$ cat src/clkref_pkg.sv
// Constants, types and helper functions shared by the clock and reference control block.
package clkref_pkg;

	// Register byte offsets on the AXI4-Lite bus.
	localparam logic [7:0] CLK_CTRL_OFS  = 8'h00;
	localparam logic [7:0] FBDIV_INT_OFS = 8'h04;
	localparam logic [7:0] FRAC_TOP_OFS  = 8'h08;
	localparam logic [7:0] FRAC_BOT_OFS  = 8'h0c;
	localparam logic [7:0] REF_CTRL_OFS  = 8'h10;
	localparam logic [7:0] SUBSYS_EN_OFS = 8'h14;
	localparam logic [7:0] STATUS_OFS    = 8'h18;

	// Field positions.
	localparam int MODE_LSB     = 0;
	localparam int PREDIV_LSB   = 2;
	localparam int RATE_BIT     = 5;
	localparam int ACTIVE_BIT   = 0;
	localparam int FAST_BIT     = 1;
	localparam int BIAS_BIT     = 2;
	localparam int IOLV_BIT     = 3;
	localparam int NUM_SUBSYS   = 4;
	localparam int SYNC_W       = 2;
	localparam int LOCK_IDX     = 1;
	localparam int MCLK_IDX     = 0;

	// Values after reset.
	localparam logic [5:0] CLK_CTRL_RST  = 6'h00;
	localparam logic [6:0] FBDIV_INT_RST = 7'h20;
	localparam logic [4:0] FRAC_TOP_RST  = 5'h00;
	localparam logic [7:0] FRAC_BOT_RST  = 8'h00;
	localparam logic [3:0] REF_CTRL_RST  = 4'h4;
	localparam logic [7:0] SUBSYS_EN_RST = 8'h00;

	// AXI response codes.
	localparam logic [1:0] RESP_OKAY   = 2'h0;
	localparam logic [1:0] RESP_SLVERR = 2'h2;

	// Reference start-up timing.
	localparam int CLK_PERIOD_PS      = 5000;
	localparam int VREF_SETTLE_NS     = 10000;
	localparam int VREF_SETTLE_CYCLES = (VREF_SETTLE_NS * 1000 + CLK_PERIOD_PS - 1) / CLK_PERIOD_PS;
	localparam int TIMER_W            = 12;

	typedef enum logic [1:0] {
		MODE_BYPASS = 2'b00,
		MODE_NORMAL = 2'b01,
		MODE_TRACK  = 2'b10,
		MODE_UNDEF  = 2'b11
	} pll_mode_type;

	typedef enum logic [1:0] {
		REF_STANDBY  = 2'b00,
		REF_CHARGING = 2'b01,
		REF_READY    = 2'b10
	} ref_state_type;

	// One register write handed from the bus slave to the register file.
	typedef struct packed {
		logic        valid;
		logic [7:0]  addr;
		logic [31:0] data;
		logic [3:0]  strb;
	} wr_cmd_type;

	// Returns true for an aligned offset that holds a register.
	function automatic logic reg_mapped(input logic [7:0] addr);
		reg_mapped = (addr[1:0] == 2'h0) && (addr <= STATUS_OFS);
	endfunction : reg_mapped

	// Maps the predivide code to its divide factor; codes above 100 clamp to 16.
	function automatic logic [4:0] predivide_factor(input logic [2:0] code);
		predivide_factor = (code > 3'h4) ? 5'h10 : 5'(5'h01 << code);
	endfunction : predivide_factor

endpackage : clkref_pkg

$ cat src/input_sync3.sv
// Three-stage synchroniser whose output moves only when the last two stages agree.
`timescale 1ns/1ps
module input_sync3
	import clkref_pkg::*;
(
	// Clock and reset
	input  wire logic              aclk,
	input  wire logic              aresetn,
	// Asynchronous inputs and filtered result
	input  wire logic [SYNC_W-1:0] async_in,
	output logic      [SYNC_W-1:0] sync_out
);

	logic [SYNC_W-1:0] s1_q;
	logic [SYNC_W-1:0] s2_q;
	logic [SYNC_W-1:0] s3_q;

	always_ff @(posedge aclk) begin
		if (!aresetn) begin
			s1_q     <= '0;
			s2_q     <= '0;
			s3_q     <= '0;
			sync_out <= '0;
		end else begin
			s1_q <= async_in;
			s2_q <= s1_q;
			s3_q <= s2_q;
			for (int i = 0; i < SYNC_W; i++) begin
				if (s2_q[i] == s3_q[i]) begin
					sync_out[i] <= s3_q[i];
				end
			end
		end
	end

endmodule : input_sync3

$ cat src/axil_slave.sv
// AXI4-Lite slave front end that turns bus traffic into register write pulses and read lookups.
`timescale 1ns/1ps
module axil_slave
	import clkref_pkg::*;
(
	// Clock and reset
	input  wire logic        aclk,
	input  wire logic        aresetn,
	// Write channels
	input  wire logic [7:0]  awaddr,
	input  wire logic        awvalid,
	output logic             awready,
	input  wire logic [31:0] wdata,
	input  wire logic [3:0]  wstrb,
	input  wire logic        wvalid,
	output logic             wready,
	output logic [1:0]       bresp,
	output logic             bvalid,
	input  wire logic        bready,
	// Read channels
	input  wire logic [7:0]  araddr,
	input  wire logic        arvalid,
	output logic             arready,
	output logic [31:0]      rdata,
	output logic [1:0]       rresp,
	output logic             rvalid,
	input  wire logic        rready,
	// Register file side
	output wr_cmd_type       wr_cmd,
	input  wire logic [31:0] rd_data
);

	logic       aw_hold_q;
	logic       w_hold_q;
	wr_cmd_type pend_q;

	// Address and data are taken in either order and joined before the write.
	always_ff @(posedge aclk) begin
		if (!aresetn) begin
			aw_hold_q <= 1'b0;
			w_hold_q  <= 1'b0;
			pend_q    <= '0;
			awready   <= 1'b1;
			wready    <= 1'b1;
			bvalid    <= 1'b0;
			bresp     <= RESP_OKAY;
			wr_cmd    <= '0;
		end else begin
			wr_cmd.valid <= 1'b0;
			if (awvalid && awready) begin
				aw_hold_q   <= 1'b1;
				awready     <= 1'b0;
				pend_q.addr <= awaddr;
			end
			if (wvalid && wready) begin
				w_hold_q    <= 1'b1;
				wready      <= 1'b0;
				pend_q.data <= wdata;
				pend_q.strb <= wstrb;
			end
			if (aw_hold_q && w_hold_q && !bvalid) begin
				aw_hold_q    <= 1'b0;
				w_hold_q     <= 1'b0;
				bvalid       <= 1'b1;
				bresp        <= reg_mapped(pend_q.addr) ? RESP_OKAY : RESP_SLVERR;
				wr_cmd       <= pend_q;
				wr_cmd.valid <= reg_mapped(pend_q.addr);
			end
			if (bvalid && bready) begin
				bvalid  <= 1'b0;
				awready <= 1'b1;
				wready  <= 1'b1;
			end
		end
	end

	// Read data is looked up at the address handshake and answered one cycle later.
	always_ff @(posedge aclk) begin
		if (!aresetn) begin
			arready <= 1'b1;
			rvalid  <= 1'b0;
			rdata   <= '0;
			rresp   <= RESP_OKAY;
		end else if (arvalid && arready) begin
			arready <= 1'b0;
			rvalid  <= 1'b1;
			rdata   <= reg_mapped(araddr) ? rd_data : 32'h0;
			rresp   <= reg_mapped(araddr) ? RESP_OKAY : RESP_SLVERR;
		end else if (rvalid && rready) begin
			rvalid  <= 1'b0;
			arready <= 1'b1;
		end
	end

endmodule : axil_slave

$ cat src/clkref_ctrl.sv
// Function
// RQ1: Mode 01 selects normal PLL operation.
// RQ2: Locked PLL replaces bypass as core clock.
// RQ3: Core clock is 11.2896 or 12.288 MHz.
// RQ4: Predivide codes 000-100 divide by 1-16.
// RQ5: Oscillator runs at reference times feedback divider.
// RQ6: Divider: 7 integer, 13 fraction bits.
// RQ7: Mode 10 enables frame clock tracking.
// RQ8: Rewriting integer divider resets the PLL.
// RQ9: Software retoggles tracking on rate family change.
// RQ10: References follow ACTIVE and STANDBY entry.
// RQ11: Quick-charge bit selects low-resistance charging path.
// RQ12: Timer holds reference users until settled.
// RQ13: Central bias enabled from reset, software controlled.
// RQ14: Local bias on when any sub-block enabled.
// RQ15: Pad range bit: 0 high, 1 low.
// RQ16: Mode 00 bypasses PLL with master clock.
// RQ17: Detected master clock feeds the PLL input.
// RQ18: Undefined mode 11 behaves as bypass.
//
// Local design decisions: the AXI4-Lite slave port and the register addresses.
`timescale 1ns/1ps
module clkref_ctrl
	import clkref_pkg::*;
(
	// Clock and reset
	input  wire logic                  aclk,
	input  wire logic                  aresetn,
	// AXI4-Lite write address
	input  wire logic [7:0]            awaddr,
	input  wire logic                  awvalid,
	output logic                       awready,
	// AXI4-Lite write data
	input  wire logic [31:0]           wdata,
	input  wire logic [3:0]            wstrb,
	input  wire logic                  wvalid,
	output logic                       wready,
	// AXI4-Lite write response
	output logic [1:0]                 bresp,
	output logic                       bvalid,
	input  wire logic                  bready,
	// AXI4-Lite read address
	input  wire logic [7:0]            araddr,
	input  wire logic                  arvalid,
	output logic                       arready,
	// AXI4-Lite read data
	output logic [31:0]                rdata,
	output logic [1:0]                 rresp,
	output logic                       rvalid,
	input  wire logic                  rready,
	// Analog status pins
	input  wire logic                  mclk_detect_in,
	input  wire logic                  pll_lock_in,
	// PLL control
	output logic                       pll_enable_q,
	output logic                       pll_track_q,
	output logic                       pll_reset_q,
	output logic [2:0]                 predivide_code_q,
	output logic [4:0]                 predivide_factor_q,
	output logic [19:0]                fbdiv_value_q,
	output logic                       core_rate_48k_q,
	// Clock selection
	output logic                       core_clock_from_pll_q,
	output logic                       pll_input_from_mclk_q,
	output logic                       ref_osc_enable_q,
	// References and bias
	output logic                       vref_enable_q,
	output logic                       vmid_enable_q,
	output logic                       converter_reference_enable_q,
	output logic                       vmid_fast_charge_q,
	output logic                       vref_users_enable_q,
	output logic                       central_bias_enable_q,
	output logic [NUM_SUBSYS-1:0]      local_bias_enable_q,
	output logic [2*NUM_SUBSYS-1:0]    subblock_enable_q,
	// Pad supply range
	output logic                       io_low_voltage_q
);

	wr_cmd_type          wr_cmd;
	logic [31:0]         rd_data;
	logic [SYNC_W-1:0]   sync_s;
	logic                mclk_det_s;
	logic                lock_s;

	logic [5:0]          clk_ctrl_q;
	logic [6:0]          fbdiv_int_q;
	logic [4:0]          frac_top_q;
	logic [7:0]          frac_bot_q;
	logic [3:0]          ref_ctrl_q;
	logic [7:0]          subsys_en_q;

	pll_mode_type        mode;
	logic                pll_mode_on;
	logic                active_req;
	logic                wr_lane0;

	ref_state_type       ref_state_q;
	ref_state_type       ref_state_d;
	logic [TIMER_W-1:0]  timer_q;

	// Bus front end.
	axil_slave u_bus (
		.aclk    (aclk),
		.aresetn (aresetn),
		.awaddr  (awaddr),
		.awvalid (awvalid),
		.awready (awready),
		.wdata   (wdata),
		.wstrb   (wstrb),
		.wvalid  (wvalid),
		.wready  (wready),
		.bresp   (bresp),
		.bvalid  (bvalid),
		.bready  (bready),
		.araddr  (araddr),
		.arvalid (arvalid),
		.arready (arready),
		.rdata   (rdata),
		.rresp   (rresp),
		.rvalid  (rvalid),
		.rready  (rready),
		.wr_cmd  (wr_cmd),
		.rd_data (rd_data)
	);

	// Status pins from the analog side cross into the bus clock here.
	input_sync3 u_sync (
		.aclk     (aclk),
		.aresetn  (aresetn),
		.async_in ({pll_lock_in, mclk_detect_in}),
		.sync_out (sync_s)
	);

	assign mclk_det_s = sync_s[MCLK_IDX];
	assign lock_s     = sync_s[LOCK_IDX];
	assign wr_lane0   = wr_cmd.valid && wr_cmd.strb[0];
	assign active_req = ref_ctrl_q[ACTIVE_BIT];

	// Mode decode; code 11 is folded into bypass.
	always_comb begin
		case (clk_ctrl_q[MODE_LSB +: 2])
			2'b01:   mode = MODE_NORMAL; // RQ1
			2'b10:   mode = MODE_TRACK; // RQ7
			2'b00:   mode = MODE_BYPASS; // RQ16
			default: mode = MODE_BYPASS; // RQ18
		endcase
	end

	assign pll_mode_on = (mode == MODE_NORMAL) || (mode == MODE_TRACK);

	// Clock control register: mode, predivide select and rate family.
	always_ff @(posedge aclk) begin
		if (!aresetn) begin
			clk_ctrl_q <= CLK_CTRL_RST;
		end else if (wr_lane0 && wr_cmd.addr == CLK_CTRL_OFS) begin
			clk_ctrl_q <= wr_cmd.data[5:0];
		end
	end

	// Feedback divider registers: integer, upper fraction, lower fraction.
	always_ff @(posedge aclk) begin
		if (!aresetn) begin
			fbdiv_int_q <= FBDIV_INT_RST;
			frac_top_q  <= FRAC_TOP_RST;
			frac_bot_q  <= FRAC_BOT_RST;
		end else if (wr_lane0) begin
			if (wr_cmd.addr == FBDIV_INT_OFS) begin
				fbdiv_int_q <= wr_cmd.data[6:0]; // RQ6
			end
			if (wr_cmd.addr == FRAC_TOP_OFS) begin
				frac_top_q <= wr_cmd.data[4:0]; // RQ6
			end
			if (wr_cmd.addr == FRAC_BOT_OFS) begin
				frac_bot_q <= wr_cmd.data[7:0]; // RQ6
			end
		end
	end

	// Reference control register; the bias bit comes out of reset set.
	always_ff @(posedge aclk) begin
		if (!aresetn) begin
			ref_ctrl_q <= REF_CTRL_RST; // RQ13
		end else if (wr_lane0 && wr_cmd.addr == REF_CTRL_OFS) begin
			ref_ctrl_q <= wr_cmd.data[3:0];
		end
	end

	// Sub-block enables, two per subsystem.
	always_ff @(posedge aclk) begin
		if (!aresetn) begin
			subsys_en_q <= SUBSYS_EN_RST;
		end else if (wr_lane0 && wr_cmd.addr == SUBSYS_EN_OFS) begin
			subsys_en_q <= wr_cmd.data[7:0];
		end
	end

	// Any write to the integer divider with byte lane 0 enabled pulses the PLL reset for one cycle.
	always_ff @(posedge aclk) begin
		if (!aresetn) begin
			pll_reset_q <= 1'b0;
		end else begin
			pll_reset_q <= wr_lane0 && (wr_cmd.addr == FBDIV_INT_OFS); // RQ8
		end
	end

	// PLL enable and tracking follow the decoded mode.
	always_ff @(posedge aclk) begin
		if (!aresetn) begin
			pll_enable_q <= 1'b0;
			pll_track_q  <= 1'b0;
		end else begin
			pll_enable_q <= pll_mode_on; // RQ1
			pll_track_q  <= (mode == MODE_TRACK); // RQ7 RQ9
		end
	end

	// Divider settings presented to the analog PLL.
	always_ff @(posedge aclk) begin
		if (!aresetn) begin
			predivide_code_q   <= CLK_CTRL_RST[PREDIV_LSB +: 3];
			predivide_factor_q <= predivide_factor(CLK_CTRL_RST[PREDIV_LSB +: 3]);
			fbdiv_value_q      <= {FBDIV_INT_RST, FRAC_TOP_RST, FRAC_BOT_RST};
			core_rate_48k_q    <= CLK_CTRL_RST[RATE_BIT];
		end else begin
			predivide_code_q   <= clk_ctrl_q[PREDIV_LSB +: 3];
			predivide_factor_q <= predivide_factor(clk_ctrl_q[PREDIV_LSB +: 3]); // RQ4
			fbdiv_value_q      <= {fbdiv_int_q, frac_top_q, frac_bot_q}; // RQ5 RQ6
			core_rate_48k_q    <= clk_ctrl_q[RATE_BIT]; // RQ3
		end
	end

	// The PLL drives the core clock only while enabled and locked; a reset drops it.
	always_ff @(posedge aclk) begin
		if (!aresetn) begin
			core_clock_from_pll_q <= 1'b0;
		end else begin
			core_clock_from_pll_q <= pll_mode_on && lock_s && !pll_reset_q; // RQ2 RQ16 RQ18
		end
	end

	// Master clock feeds the PLL while detected; otherwise the oscillator runs when active.
	always_ff @(posedge aclk) begin
		if (!aresetn) begin
			pll_input_from_mclk_q <= 1'b0;
			ref_osc_enable_q      <= 1'b0;
		end else begin
			pll_input_from_mclk_q <= mclk_det_s; // RQ17
			ref_osc_enable_q      <= active_req && !mclk_det_s;
		end
	end

	// Reference sequencing state.
	always_ff @(posedge aclk) begin
		if (!aresetn) begin
			ref_state_q <= REF_STANDBY;
		end else begin
			ref_state_q <= ref_state_d;
		end
	end

	always_comb begin
		ref_state_d = ref_state_q;
		case (ref_state_q)
			REF_STANDBY: begin
				if (active_req) begin
					ref_state_d = REF_CHARGING; // RQ10
				end
			end
			REF_CHARGING: begin
				if (!active_req) begin
					ref_state_d = REF_STANDBY; // RQ10
				end else if (timer_q == TIMER_W'(VREF_SETTLE_CYCLES - 1)) begin
					ref_state_d = REF_READY; // RQ12
				end
			end
			REF_READY: begin
				if (!active_req) begin
					ref_state_d = REF_STANDBY; // RQ10
				end
			end
			default: begin
				ref_state_d = REF_STANDBY;
			end
		endcase
	end

	// Settling timer counts only while charging.
	always_ff @(posedge aclk) begin
		if (!aresetn) begin
			timer_q <= '0;
		end else if (ref_state_q == REF_CHARGING && active_req) begin
			timer_q <= timer_q + TIMER_W'(1); // RQ12
		end else begin
			timer_q <= '0;
		end
	end

	// Reference enables and the gate for circuits that need the bandgap.
	always_ff @(posedge aclk) begin
		if (!aresetn) begin
			vref_enable_q                <= 1'b0;
			vmid_enable_q                <= 1'b0;
			converter_reference_enable_q <= 1'b0;
			vref_users_enable_q          <= 1'b0;
		end else begin
			vref_enable_q                <= (ref_state_d != REF_STANDBY); // RQ10
			vmid_enable_q                <= (ref_state_d != REF_STANDBY); // RQ10
			converter_reference_enable_q <= (ref_state_d != REF_STANDBY);
			vref_users_enable_q          <= (ref_state_d == REF_READY); // RQ12
		end
	end

	// Bias, quick charge, sub-block enables and pad range.
	always_ff @(posedge aclk) begin
		if (!aresetn) begin
			vmid_fast_charge_q    <= REF_CTRL_RST[FAST_BIT];
			central_bias_enable_q <= REF_CTRL_RST[BIAS_BIT];
			io_low_voltage_q      <= REF_CTRL_RST[IOLV_BIT];
			subblock_enable_q     <= SUBSYS_EN_RST;
			local_bias_enable_q   <= '0;
		end else begin
			vmid_fast_charge_q    <= ref_ctrl_q[FAST_BIT]; // RQ11
			central_bias_enable_q <= ref_ctrl_q[BIAS_BIT]; // RQ13
			io_low_voltage_q      <= ref_ctrl_q[IOLV_BIT]; // RQ15
			subblock_enable_q     <= subsys_en_q;
			for (int i = 0; i < NUM_SUBSYS; i++) begin
				local_bias_enable_q[i] <= |subsys_en_q[2*i +: 2]; // RQ14
			end
		end
	end

	// Read lookup for the bus front end.
	always_comb begin
		rd_data = 32'h0;
		case (araddr)
			CLK_CTRL_OFS:  rd_data[5:0] = clk_ctrl_q;
			FBDIV_INT_OFS: rd_data[6:0] = fbdiv_int_q;
			FRAC_TOP_OFS:  rd_data[4:0] = frac_top_q;
			FRAC_BOT_OFS:  rd_data[7:0] = frac_bot_q;
			REF_CTRL_OFS:  rd_data[3:0] = ref_ctrl_q;
			SUBSYS_EN_OFS: rd_data[7:0] = subsys_en_q;
			STATUS_OFS: begin
				rd_data[0]   = mclk_det_s; // RQ17
				rd_data[1]   = lock_s;
				rd_data[2]   = core_clock_from_pll_q;
				rd_data[3]   = pll_track_q;
				rd_data[4]   = vref_users_enable_q;
				rd_data[5]   = vref_enable_q;
				rd_data[7:6] = ref_state_q;
			end
			default:       rd_data = 32'h0;
		endcase
	end

endmodule : clkref_ctrl

$ cat config.mk
export PLATFORM = sky130hd
export DESIGN_NAME = clkref_ctrl
export DESIGN_NICKNAME = d
export VERILOG_FILES = /design/src/clkref_pkg.sv /design/src/input_sync3.sv /design/src/axil_slave.sv /design/src/clkref_ctrl.sv
export SDC_FILE = /design/constraint.sdc
export NUM_CORES = 1
export LEC_CHECK = 0
export ABC_AREA = 1
export BUFFER_PORTS_ARGS = -buffer_cell sky130_fd_sc_hd__buf_2
export CORE_MARGIN = 4
export CORE_UTILIZATION = 30
export DETAILED_ROUTE_END_ITERATION = 10
export SETUP_SLACK_MARGIN = 0.4
export SYNTH_ARGS = -nofsm -noshare
export SYNTH_HDL_FRONTEND = slang
export SYNTH_HIERARCHICAL = 1
export SYNTH_SLANG_ARGS = --single-unit
$ cat constraint.sdc
create_clock -name aclk -period 2.4 [get_ports aclk]
set_input_delay 0.12 -clock aclk [delete_from_list [all_inputs] [get_ports aclk]]
set_output_delay 0.12 -clock aclk [all_outputs]
set_load 0.02 [all_outputs]
### Yosys cells after proc, flatten, opt, wreduce, memory -nomap -nowiden

Cells that the tools add are included.

* word-level logic and storage cells: 135
* output and inout port bits: 95
* bits in registers: 190
* input port bits: 61

* $add $sub $neg: 1
* order comparisons: 3
* shift-type cells: 1
* reduce and logical (&&, ||, !) cells: 41
* mux-type cells: 19
* bitwise gates (word level): 1
* eq/ne operators: 21

Operator list (count)
* 8-bit by 5-bit equality test with 1-bit output (second input constant): 5
* 8-bit by 4-bit equality test with 1-bit output (second input constant): 4
* 4-bit case mux with 7 select lines: 1
* 1-bit logical AND: 18
* 8-bit by 3-bit equality test with 1-bit output (second input constant): 2
* 8-bit by 5-bit <= comparator with 1-bit output (second input constant): 2
* 8-bit zero test: 2
* 2-bit OR reduction: 7
* 12-bit by 1-bit adder with 12-bit output (second input constant): 1
* 12-bit by 11-bit equality test with 1-bit output (second input constant): 1
* 2-bit 2-to-1 mux: 6
* 2-bit AND reduction: 5
* 2-bit equality test (second input constant): 4
* 8-bit 2-to-1 mux: 1
* 2-bit by 1-bit equality test with 1-bit output (second input constant): 3
* 2-bit zero test: 3
* 1-bit case mux with 6 select lines: 1
* 2-bit case mux with 3 select lines: 1
* 5-bit 2-to-1 mux: 1
* 1-bit case mux with 5 select lines: 1
* 1-bit by 3-bit left shift with 5-bit output (first input constant): 1
* 1-bit 2-to-1 mux: 4
* 1-bit case mux with 4 select lines: 1
* 2-bit case mux with 2 select lines: 1
* 7 further kinds: 11

### Depth between registers and ports, before layout

Gate-level depths: netlist of run 1.

* depth after elaboration: 6
* gate-level depth with buffers: 10

### Hierarchy

The synthesis of run 1 kept the hierarchy.

By module, submodules not included
* axil_slave: cells each 512, area each 4655.7 µm², seq. area each 2602.5 µm², times used 1
* clkref_ctrl: cells each 587, area each 4341.7 µm², seq. area each 2082.0 µm², times used 1
* input_sync3: cells each 26, area each 232.7 µm², seq. area each 160.2 µm², times used 1

### Worst setup path after synthesis of run 1

No wires, ideal clock.

* path type: register to register
* start: reg u_bus.arready
* end: reg u_bus.rdata[10]
* path slack: 1.201 ns
* arrival: 1.083 ns
* stages on the path, launching flop included: 6
* data required time: 2.284 ns
* library setup time: 0.116 ns
* buffers on the path: 1
* cells stage by stage: dfxtp_1 nand2_4 o21bai_4 nand2_2 buf_6 nor2_1

* word-level cells in the longest chain between the ends: 1

RTL lines
* start, declared: line axil_slave.sv:23 `output logic arready,`
* start signal, assigned: line axil_slave.sv:80 `arready <= 1'b1;`
* start signal, assigned: line axil_slave.sv:85 `arready <= 1'b0;`
* start signal, assigned: line axil_slave.sv:91 `arready <= 1'b1;`
* 1-bit logical AND: line axil_slave.sv:84 `end else if (arvalid && arready) begin`
* end signal, assigned: line axil_slave.sv:87 `rdata <= reg_mapped(araddr) ? rd_data : 32'h0;`
* end, declared: line axil_slave.sv:24 `output logic [31:0] rdata,`

Every way passes these cells.
A chain may end at the register's enable or synchronous reset.

### Worst setup path after layout of run 1

* start: reg, netlist name u_bus/wr_cmd[37]
* end: reg fbdiv_int_q[5]

* word-level cells in the longest chain between the ends: 2

RTL lines
* 8-bit by 3-bit equality test with 1-bit output: line clkref_ctrl.sv:167 `if (wr_cmd.addr == FBDIV_INT_OFS) begin`
* 2-bit AND reduction (no source line)
* end signal, assigned: line clkref_ctrl.sv:168 `fbdiv_int_q <= wr_cmd.data[6:0];`
* end, declared: line clkref_ctrl.sv:86 `logic [6:0] fbdiv_int_q;`

Every way passes these cells.

==> metrics.cfg, run 1 <==
[run_status]
status = completed

[flow_run]
max_cap_violations = 0

[cts]
clk_pin_slew_ns = 0.07
post_cts_resized = 0
cts_root_buf = clkbuf_16
cts_buffers = 17
cts.path.max_buffers = 2
clock_latency_ns = 0.44
tritoncts = done
ctsHtreeMaxLevel = 4
clock_sinks = 188

[critical_path]
critPathArrivalTime_ns = 1.74
endpoint_kind = flip-flop
cp.required_ns = 2.73
r2r_slack_ns = 0.99
worstReg2RegStart = u_bus/wr_cmd[37]$_SDFFE_PN0P_
rr_worst_depth = 6
crit_fanout = 24
crit_type = flip-flop to flip-flop
timing.rr.end = fbdiv_int_q[5]$_SDFFE_PN1P_
start_kind = flip-flop

[global_route]
grt_max_degree = 53
track_usage_pct = 13.4
grt-ovfl-total = 0
antenna_found_initial = 0
grt_first_pass_wirelength_um = 28800
grt_pass1_vias = 5597

[placement]
post-dp-hpwl_um = 12600
gp_congestion = 0.799
port_buffers = 126

[min_path]
holdCritPathClass = primary input to flip-flop
worstHoldEndpoint = u_bus/rresp[1]$_SDFFE_PN0P_
holdPathStages = 4
hold_path_startpoint = arvalid

[floorplanning]
rows = 57
die_x_um = 166
dieArea_um2 = 27400
die_h_um = 166
core_um2 = 24400
initial_utilization_pct = 30.5
io_pins = 156

[drt]
first_pass_iters = 7
drc_errors = 0
routed_wl_um = 18000
drt_iter0_markers = 285
vias = 6007
ant_nets = 0
wl_per_cell_um = 12.9
viasPerCell = 4.30

[timing]
maxSlewViolCount = 0
whs_ns = 0.0829
final.period_utilization_pct = 58.7
tightest_slew_ns = 0.662
slew_headroom_pct = 55.7
rsz0062_at_grt = false
fmax_ghz = 0.709
setup_viol = 0
period_needed_ns = 1.41
hold_viol = 0
skew_ns = 0.0124
fin_tns_setup_ns = 0

[yosys]
syn_inst = 922
yosys_warnings = 6
syn_area_per_cell_um2 = 8.07
synth_area_um2 = 7440

[layout]
diodes = 0
nets = 1124
area_growth_pct = 21.7
fill_cells = 2582
drive_above_1_share_pct = 19.2

[power]
p_sw_w = 0.00161
power_frac_comb_pct = 6.4
p_int_w = 0.00499
p_clk_share_pct = 44.9
powerDensity_nw_per_um2 = 728
leakagePower_nw = 4.56
seqPwrFrac_pct = 48.7
p_sw_share_pct = 24.4
vdd_drop_max_uv = 395

## flip-flops by register name, summed over array words and instances, names as in the netlist, 2 cells and up
| name | cells |
|---|---|
| u_sync/sync_out | 2 |
| predivide_factor_q | 5 |
| predivide_code_q | 3 |
| ref_ctrl_q | 4 |
| clk_ctrl_q | 6 |
| u_sync/s3_q | 2 |
| subblock_enable_q | 8 |
| ref_state_q | 2 |
| subsys_en_q | 8 |
| frac_bot_q | 8 |
| u_bus/wr_cmd | 18 |
| timer_q | 12 |
| u_bus/pend_q | 17 |
| u_sync/s1_q | 2 |
| local_bias_enable_q | 4 |
| fbdiv_int_q | 7 |
| frac_top_q | 5 |
| u_sync/s2_q | 2 |
| fbdiv_value_q | 20 |
| u_bus/rdata | 32 |
## metal layers
layer	GRT usage, %	share of wire [%]
met5	0	0
met2	21.3	46
met1	17.7	47
met3	3.25	4.7
met4	4.57	2.0
## power by group through the flow
stage	sequential [W]	clock [W]	combinational (W)
after floorplan	0.00332	0	0.000278
after global placement	0.00329	0	0.000392
after detailed placement	0.00329	0	0.000399
after CTS	0.00321	0.00305	0.000424
after global routing	0.00322	0.00316	0.000470
final	0.00321	0.00296	0.000420
## critical path, cell delays in order, from the launching register on
cell	delay, ns
dfxtp_1	0.34
nor2_4	0.16
nand2_4	0.11
nor2_8	0.34
nand3_4	0.20
nand2_1	0.10
nand2_1	0.04
## repair_timing
action	in CTS	in global routing
hold buffers	21	0
setup buffers	0	0
endpoints found under the hold margin	24	0
## worst max path at each step
stage / start / end / depth (start not counted) / slack [ns]
after floorplan: u_bus/arready$_SDFFE_PN1P_ / u_bus/rdata[10]$_SDFFE_PN0P_ / 5 / 1.20
after global placement: araddr[5] / u_bus/rdata[0]$_SDFFE_PN0P_ / 11 / 0.77
after detailed placement: araddr[7] / u_bus/rdata[2]$_SDFFE_PN0P_ / 11 / 0.72
after CTS: u_bus/arready$_SDFFE_PN1P_ / u_bus/rdata[16]$_SDFFE_PN0P_ / 4 / 0.96
after global routing: u_bus/wr_cmd[43]$_SDFFE_PN0P_ / subsys_en_q[0]$_SDFFE_PN0P_ / 6 / 0.82
final: u_bus/wr_cmd[37]$_SDFFE_PN0P_ / fbdiv_int_q[5]$_SDFFE_PN1P_ / 6 / 0.99
## layout by cell type (no fill, tap or decap)
cell / instances
xor2_1: 2
o21a_1: 2
nand3_4: 3
nor2_4: 8
nor3b_1: 1
nand4_1: 4
dlygate4sd3_1: 21
nand2_2: 3
inv_6: 3
conb_1: 26
dfxtp_1: 188
nor3_4: 1
inv_8: 2
nand3_1: 108
inv_4: 1
clkbuf_16: 17
ha_1: 2
nor2_1: 121
a21oi_1: 48
inv_2: 4
nand2_4: 3
inv_1: 108
o21ai_0: 29
nor2_2: 4
buf_4: 8
o21ai_2: 7
nor3_2: 2
nand2_1: 169
a21boi_0: 1
nor3_1: 6
clkbuf_8: 3
bufinv_16: 2
nor2_8: 2
or2_2: 2
mux2i_1: 32
buf_2: 125
o21bai_4: 1
clkinv_4: 5
## stage by stage
stage | std cells | area (um^2) | utilization, % | total power (W) | setup slack (ns)
finish | 1398 | 9060 | 37.1 | 0.00659 | 0.990
global route | 1398 | 9060 | 37.1 | 0.00685 | 0.822
global placement | 1345 | 8230 | 33.7 | 0.00368 | 0.767
floorplan | 946 | 7530 | - | 0.00360 | 1.20
detailed placement | 1345 | 8230 | 33.7 | 0.00369 | 0.719
CTS | 1398 | 9060 | 37.1 | 0.00669 | 0.962
## cell type report
type	count	area, um^2	area share [%]
clock buffers	20	467	5.15
clock inverters	12	153	1.68
inverters	113	427	4.71
multi-input cells	587	2950	32.6
flip-flops and latches	188	3760	41.5
well taps	324	405	4.47
repair buffers	154	896	9.89
(Power assumes the default switching activity.)
==> run 2: changes to the inputs <==
==> constraint.sdc (replaced) <==
create_clock -name aclk -period 1.2 [get_ports aclk]
set_input_delay 0.06 -clock aclk [delete_from_list [all_inputs] [get_ports aclk]]
set_output_delay 0.06 -clock aclk [all_outputs]
set_load 0.02 [all_outputs]
==> run 2 against run 1 <==
The run now ends with setup timing left. Sequential share of layout area is 7.0 points lower. First-iteration DRC count is 17% higher. Core utilization is 9.5 points higher. Combinational power grew to 3.3 times the previous value. Fmax is 10% higher. Wire length is 13% higher. Cell count is 4.9% higher. Sequential power is 100% higher. Clock power is 91% higher. Critical path depth is 2 higher. Critical path type unchanged. Largest power group unchanged.
==> metrics.cfg, run 2 (synthesis results as in run 1) <==
[layout]
reg_top3 = u_bus/rdata x32, fbdiv_value_q x20, u_bus/wr_cmd x18
fin_util_pct = 46.7
regArea_um2 = 3930
area_growth_pct = 53.0
layout.cells.most_common = nand2_1
fill_cells = 2296
largest-register = u_bus/rdata
layout_common_cells = nand2_1, buf_6, inv_1, nor2_1, dfxtp_2
multiInputGateArea_um2 = 3560
drive_above_1_share_pct = 42.8
nets = 1192
largest_reg_flops = 32
instances_no_fill = 1467
fin_area_um2 = 11400

[min_path]
holdPathStages = 3
hold_path_startpoint = aresetn
worstHoldEndpoint = pll_enable_q$_SDFF_PN0_
holdCritPathClass = primary input to flip-flop

[floorplanning]
initial_utilization_pct = 30.5
die_h_um = 166
dieArea_um2 = 27400
die_x_um = 166
rows = 57
io_pins = 156
core_um2 = 24400

[timing]
hold_viol = 0
final.period_utilization_pct = 106
setup_ws_ns = -0.0765
fmax_ghz = 0.783
fin_tns_setup_ns = -1.52
maxSlewViolCount = 0
setup_viol = 42
rsz0062_at_grt = true
skew_ns = 0.00796
period_needed_ns = 1.28

[critical_path]
start_kind = flip-flop
crit_type = flip-flop to flip-flop
slowest_stage = dfxtp_2
worstReg2RegStart = u_bus/wr_cmd[36]$_SDFFE_PN0P_
crit_fanout = 16
timing.rr.end = frac_bot_q[5]$_SDFFE_PN0P_
endpoint_kind = flip-flop
path_common_cell = nor2_4
worst-path-buf-inv = 2
rr_worst_depth = 8
cp.required_ns = 1.53
path_delay_family = simple AND/OR/NAND/NOR gates
critPathArrivalTime_ns = 1.61
path_cells = nor2_4 -> buf_4 -> nand2_2 -> nor2_4 -> buf_12 -> nand3_1 -> nand2_1 -> nor2_1
r2r_slack_ns = -0.08
cp_slowest_stage_delay_ns = 0.34

[placement]
placedCellCount = 1368
post-dp-hpwl_um = 13200
placed_cell_area_um2 = 8840
port_buffers = 126
gp_congestion = 0.855

[drt]
routed_wl_um = 20300
ant_nets = 0
first_pass_iters = 5
vias = 6394
viasPerCell = 4.36
drt_iter0_markers = 333
drc_errors = 0
wl_per_cell_um = 13.8

[cts]
cts.path.max_buffers = 2
clock_latency_ns = 0.43
ctsHtreeMaxLevel = 4
clk_pin_slew_ns = 0.07
cts_root_buf = clkbuf_16
clock_sinks = 188
cts_buffers = 17
tritoncts = done

[power]
seqPwrFrac_pct = 47.8
leakagePower_nw = 5.30
power_frac_comb_pct = 10.4
vdd_drop_max_uv = 790
p_sw_w = 0.00351
powerDensity_nw_per_um2 = 1180
p_clk_share_pct = 41.8
p_int_w = 0.00998
p_sw_share_pct = 26.0

[run_status]
status = finished with violations
failed_checks = setup timing

[global_route]
grt_first_pass_wirelength_um = 32100
grt_max_degree = 39
track_usage_pct = 15.0
grt-ovfl-total = 0
antenna_found_initial = 2
grt_pass1_vias = 6124

[flow_run]
max_cap_violations = 0

[run 2: cell count changes in the layout (fill, tap and decap cells not counted), sizes merged, moves of 3 or more]
cell	before	now
nand2	175	178
clkinv	5	0
clkinvlp	0	4
buf	133	194
inv	118	123
[run 2: worst max path at each step]
stage | startpoint | to | slack (ns) | depth (start not counted)
floorplan | u_bus/wr_cmd[43]$_SDFFE_PN0P_ | frac_top_q[4]$_SDFFE_PN0P_ | 0.09 | 6
global placement | araddr[5] | u_bus/rdata[2]$_SDFFE_PN0P_ | -0.01 | 11
detailed placement | u_bus/wr_cmd[0]$_SDFFE_PN0P_ | subsys_en_q[7]$_SDFFE_PN0P_ | -0.04 | 8
CTS | u_bus/wr_cmd[37]$_SDFFE_PN0P_ | frac_bot_q[5]$_SDFFE_PN0P_ | -0.05 | 8
global route | u_bus/wr_cmd[36]$_SDFFE_PN0P_ | frac_bot_q[1]$_SDFFE_PN0P_ | -0.16 | 8
finish | u_bus/wr_cmd[36]$_SDFFE_PN0P_ | frac_bot_q[5]$_SDFFE_PN0P_ | -0.08 | 8
[run 2: per-layer routing]
metal  routed length (um)  vias up  global-route usage (%)
met5                   13        -                       0
met4                  290        2                    4.01
met3                  991       17                    3.55
met2                10300      152                    25.8
met1                 8710     2934                    18.9
li1                     -     3289                       -
[run 2: cell type report]
class                           count  share of cell area (%)
Antenna cell                        1                  0.0220
Multi-Input combinational cell    590                    31.3
Timing Repair inverter              1                  0.0989
Inverter                          113                    3.90
Tap cell                          324                    3.56
Sequential cell                   188                    34.5
Clock buffer                       18                    3.77
Clock inverter                     14                    1.31
Timing Repair Buffer              218                    21.6
[run 2: through the flow]
stage | setup slack, ns | hold slack [ns] | power (W)
floorplan | 0.0884 | 0.153 | 0.00726
global placement | -0.0130 | 0.246 | 0.00746
detailed placement | -0.0384 | 0.248 | 0.00748
CTS | -0.0463 | -0.105 | 0.0135
global route | -0.165 | 0.0591 | 0.0141
finish | -0.0765 | 0.0731 | 0.0135
[run 2: worst register-to-register path: stages (launching register included)]
cell	delay, ns
dfxtp_2	0.34
nor2_4	0.15
buf_4	0.14
nand2_2	0.05
nor2_4	0.12
buf_12	0.16
nand3_1	0.09
nand2_1	0.09
nor2_1	0.04
[run 2: repair_timing]
action / in CTS / in global routing
pin swaps: 27 / 24
gates cloned: 12 / 0
gates resized for setup: 344 / 75
hold buffers: 22 / 1
setup buffers: 20 / 11
setup endpoints to repair: 222 / 233
endpoints found under the hold margin: 24 / 3
[run 2: power by group through the flow]
stage	logic [W]	registers [W]	clock network, W
2_1_floorplan	0.000614	0.00664	0
5_1_grt	0.00151	0.00646	0.00610
4_1_cts	0.00126	0.00644	0.00582
6_report	0.00140	0.00645	0.00564
3_3_place_gp	0.000885	0.00658	0
3_5_place_dp	0.000895	0.00658	0
==> run 3: changes to the inputs <==
--- a/config.mk
+++ b/config.mk
@@ -10,6 +10,7 @@
 export CORE_MARGIN = 4
 export CORE_UTILIZATION = 30
 export DETAILED_ROUTE_END_ITERATION = 10
+export RECOVER_POWER = 25
 export SETUP_SLACK_MARGIN = 0.4
 export SYNTH_ARGS = -nofsm -noshare
 export SYNTH_HDL_FRONTEND = slang
==> run 3 against run 2 <==
The flow still finishes with violations (setup timing). Critical path type unchanged. Cell count did not move. Worst setup slack got worse by 0.00077 ns. Clock skew fell by 0.00059 ns. Largest power group unchanged.
==> metrics.cfg, run 3 (synthesis results as in run 1) <==
[run_status]
status = finished with violations
failed_checks = setup timing

[drt]
viasPerCell = 4.37
first_pass_iters = 5
dr.max_layer_used = met5
wl_per_cell_um = 13.8
dr_wl_met3_um = 1010
vias = 6411
routed_wl_um = 20300
drt_iter0_markers = 322
wl_met1_um = 8710
wl_met2_um = 10300
drc_errors = 0
ant_nets = 0

[global_route]
grt_max_degree = 39
antenna_found_initial = 2
grt-ovfl-total = 0
track_usage_pct = 15.0
grt_first_pass_wirelength_um = 32100
grt_pass1_vias = 6124

[layout]
nets = 1192
area_growth_pct = 52.7
layout.cells.most_common = nand2_1
largest_reg_flops = 32
largest-register = u_bus/rdata
fin_area_um2 = 11400
drive_above_1_share_pct = 42.2
layout_common_cells = nand2_1, buf_6, nor2_1, inv_1, dfxtp_2
reg_top3 = u_bus/rdata x32, fbdiv_value_q x20, u_bus/wr_cmd x18

[min_path]
holdCritPathClass = primary input to flip-flop

[timing]
setup_ws_ns = -0.0772
fmax_ghz = 0.783
hold_viol = 0
maxSlewViolCount = 0
rsz0062_at_grt = true
period_needed_ns = 1.28
final.period_utilization_pct = 106
skew_ns = 0.00737
setup_viol = 42

[placement]
port_buffers = 126
gp_congestion = 0.855
post-dp-hpwl_um = 13200
placed_cell_area_um2 = 8840

[cts]
clk_pin_slew_ns = 0.07
cts_buffers = 17
clock_latency_ns = 0.43
ctsHtreeMaxLevel = 4
cts.path.max_buffers = 2
tritoncts = done
clock_sinks = 188
cts_root_buf = clkbuf_16

[flow_run]
max_cap_violations = 0

[floorplanning]
die_x_um = 166
die_h_um = 166
io_pins = 156
core_um2 = 24400
initial_utilization_pct = 30.5
rows = 57
dieArea_um2 = 27400

[power]
power_w = 0.0135
vdd_drop_max_uv = 790
powerDensity_nw_per_um2 = 1190
leakagePower_nw = 5.29

[critical_path]
slowest_stage = dfxtp_2
crit_fanout = 16
worst-path-buf-inv = 2
start_kind = flip-flop
path_delay_family = simple AND/OR/NAND/NOR gates
path_cells = nor2_4 -> buf_4 -> nand2_2 -> nor2_4 -> buf_12 -> nand3_1 -> nand2_1 -> nor2_1
cp.required_ns = 1.53
cp_slowest_stage_delay_ns = 0.34
critPathArrivalTime_ns = 1.61
path_common_cell = nor2_4
endpoint_kind = flip-flop
crit_type = flip-flop to flip-flop

[run 3: cell types whose count changed in the layout (fill, tap and decap cells not counted), sizes merged]
cell and change:
clkbuf +2, buf -2
[run 3: timing repair]
item	in CTS	in global routing
setup endpoints to repair	222	233
pin swaps	27	24
setup buffers	20	11
hold endpoints to repair	24	3
gates resized for setup	344	75
hold buffers	22	1
cloned	12	0
[run 3: where the power goes]
group | switching [W] | total, W | internal [W]
combinational | 0.000732 | 0.00140 | 0.000664
sequential | 0.0000883 | 0.00645 | 0.00636
clock | 0.00269 | 0.00564 | 0.00295
total | 0.00351 | 0.0135 | 0.00998
[run 3: cell type report]
class	count	area, um^2
sequential	188	3920
fill	2301	13000
tap	324	405
antenna	1	2.50
timing repair inverter	1	11.3
clock buffer	18	429
inverter	113	444
multi-input combinational	590	3550
timing repair buffer	218	2450
clock inverter	14	149
[run 3: stage by stage]
stage / worst slack (ns) / instances / utilization, % / hold WS [ns] / setup TNS (ns)
floorplan: 0.0884 / 946 / - / 0.153 / 0
global placement: -0.0130 / 1368 / 36.2 / 0.246 / -0.0189
detailed placement: -0.0384 / 1368 / 36.2 / 0.248 / -0.155
CTS: -0.0463 / 1454 / 45.1 / -0.105 / -0.689
global route: -0.165 / 1466 / 46.6 / 0.0529 / -6.95
finish: -0.0772 / 1467 / 46.6 / 0.0692 / -1.50
[run 3: routing by layer]
layer / up-vias / global-route usage, %
li1: 3288 / -
met1: 2946 / 18.9
met2: 156 / 25.8
met3: 19 / 3.55
met4: 2 / 4.01
met5: - / 0
[run 3: worst reg2reg max path: cells and delay by family, from the launching register on]
family	cells	cell delay, ns
and+or+nand+nor	6	0.54
DFF	1	0.34
buffers and inverters	2	0.30
[run 3: final timing paths]
check	start	end	slack [ns]	depth (start not counted)
worst max-delay path	u_bus/wr_cmd[36]$_SDFFE_PN0P_	frac_bot_q[5]$_SDFFE_PN0P_	-0.08	8
worst min-delay path	aresetn	pll_enable_q$_SDFF_PN0_	0.07	3
worst max register to register	u_bus/wr_cmd[36]$_SDFFE_PN0P_	frac_bot_q[5]$_SDFFE_PN0P_	-0.08	8
worst min register to register	pll_reset_q$_SDFF_PN0_	core_clock_from_pll_q$_SDFF_PN0_	0.41	1
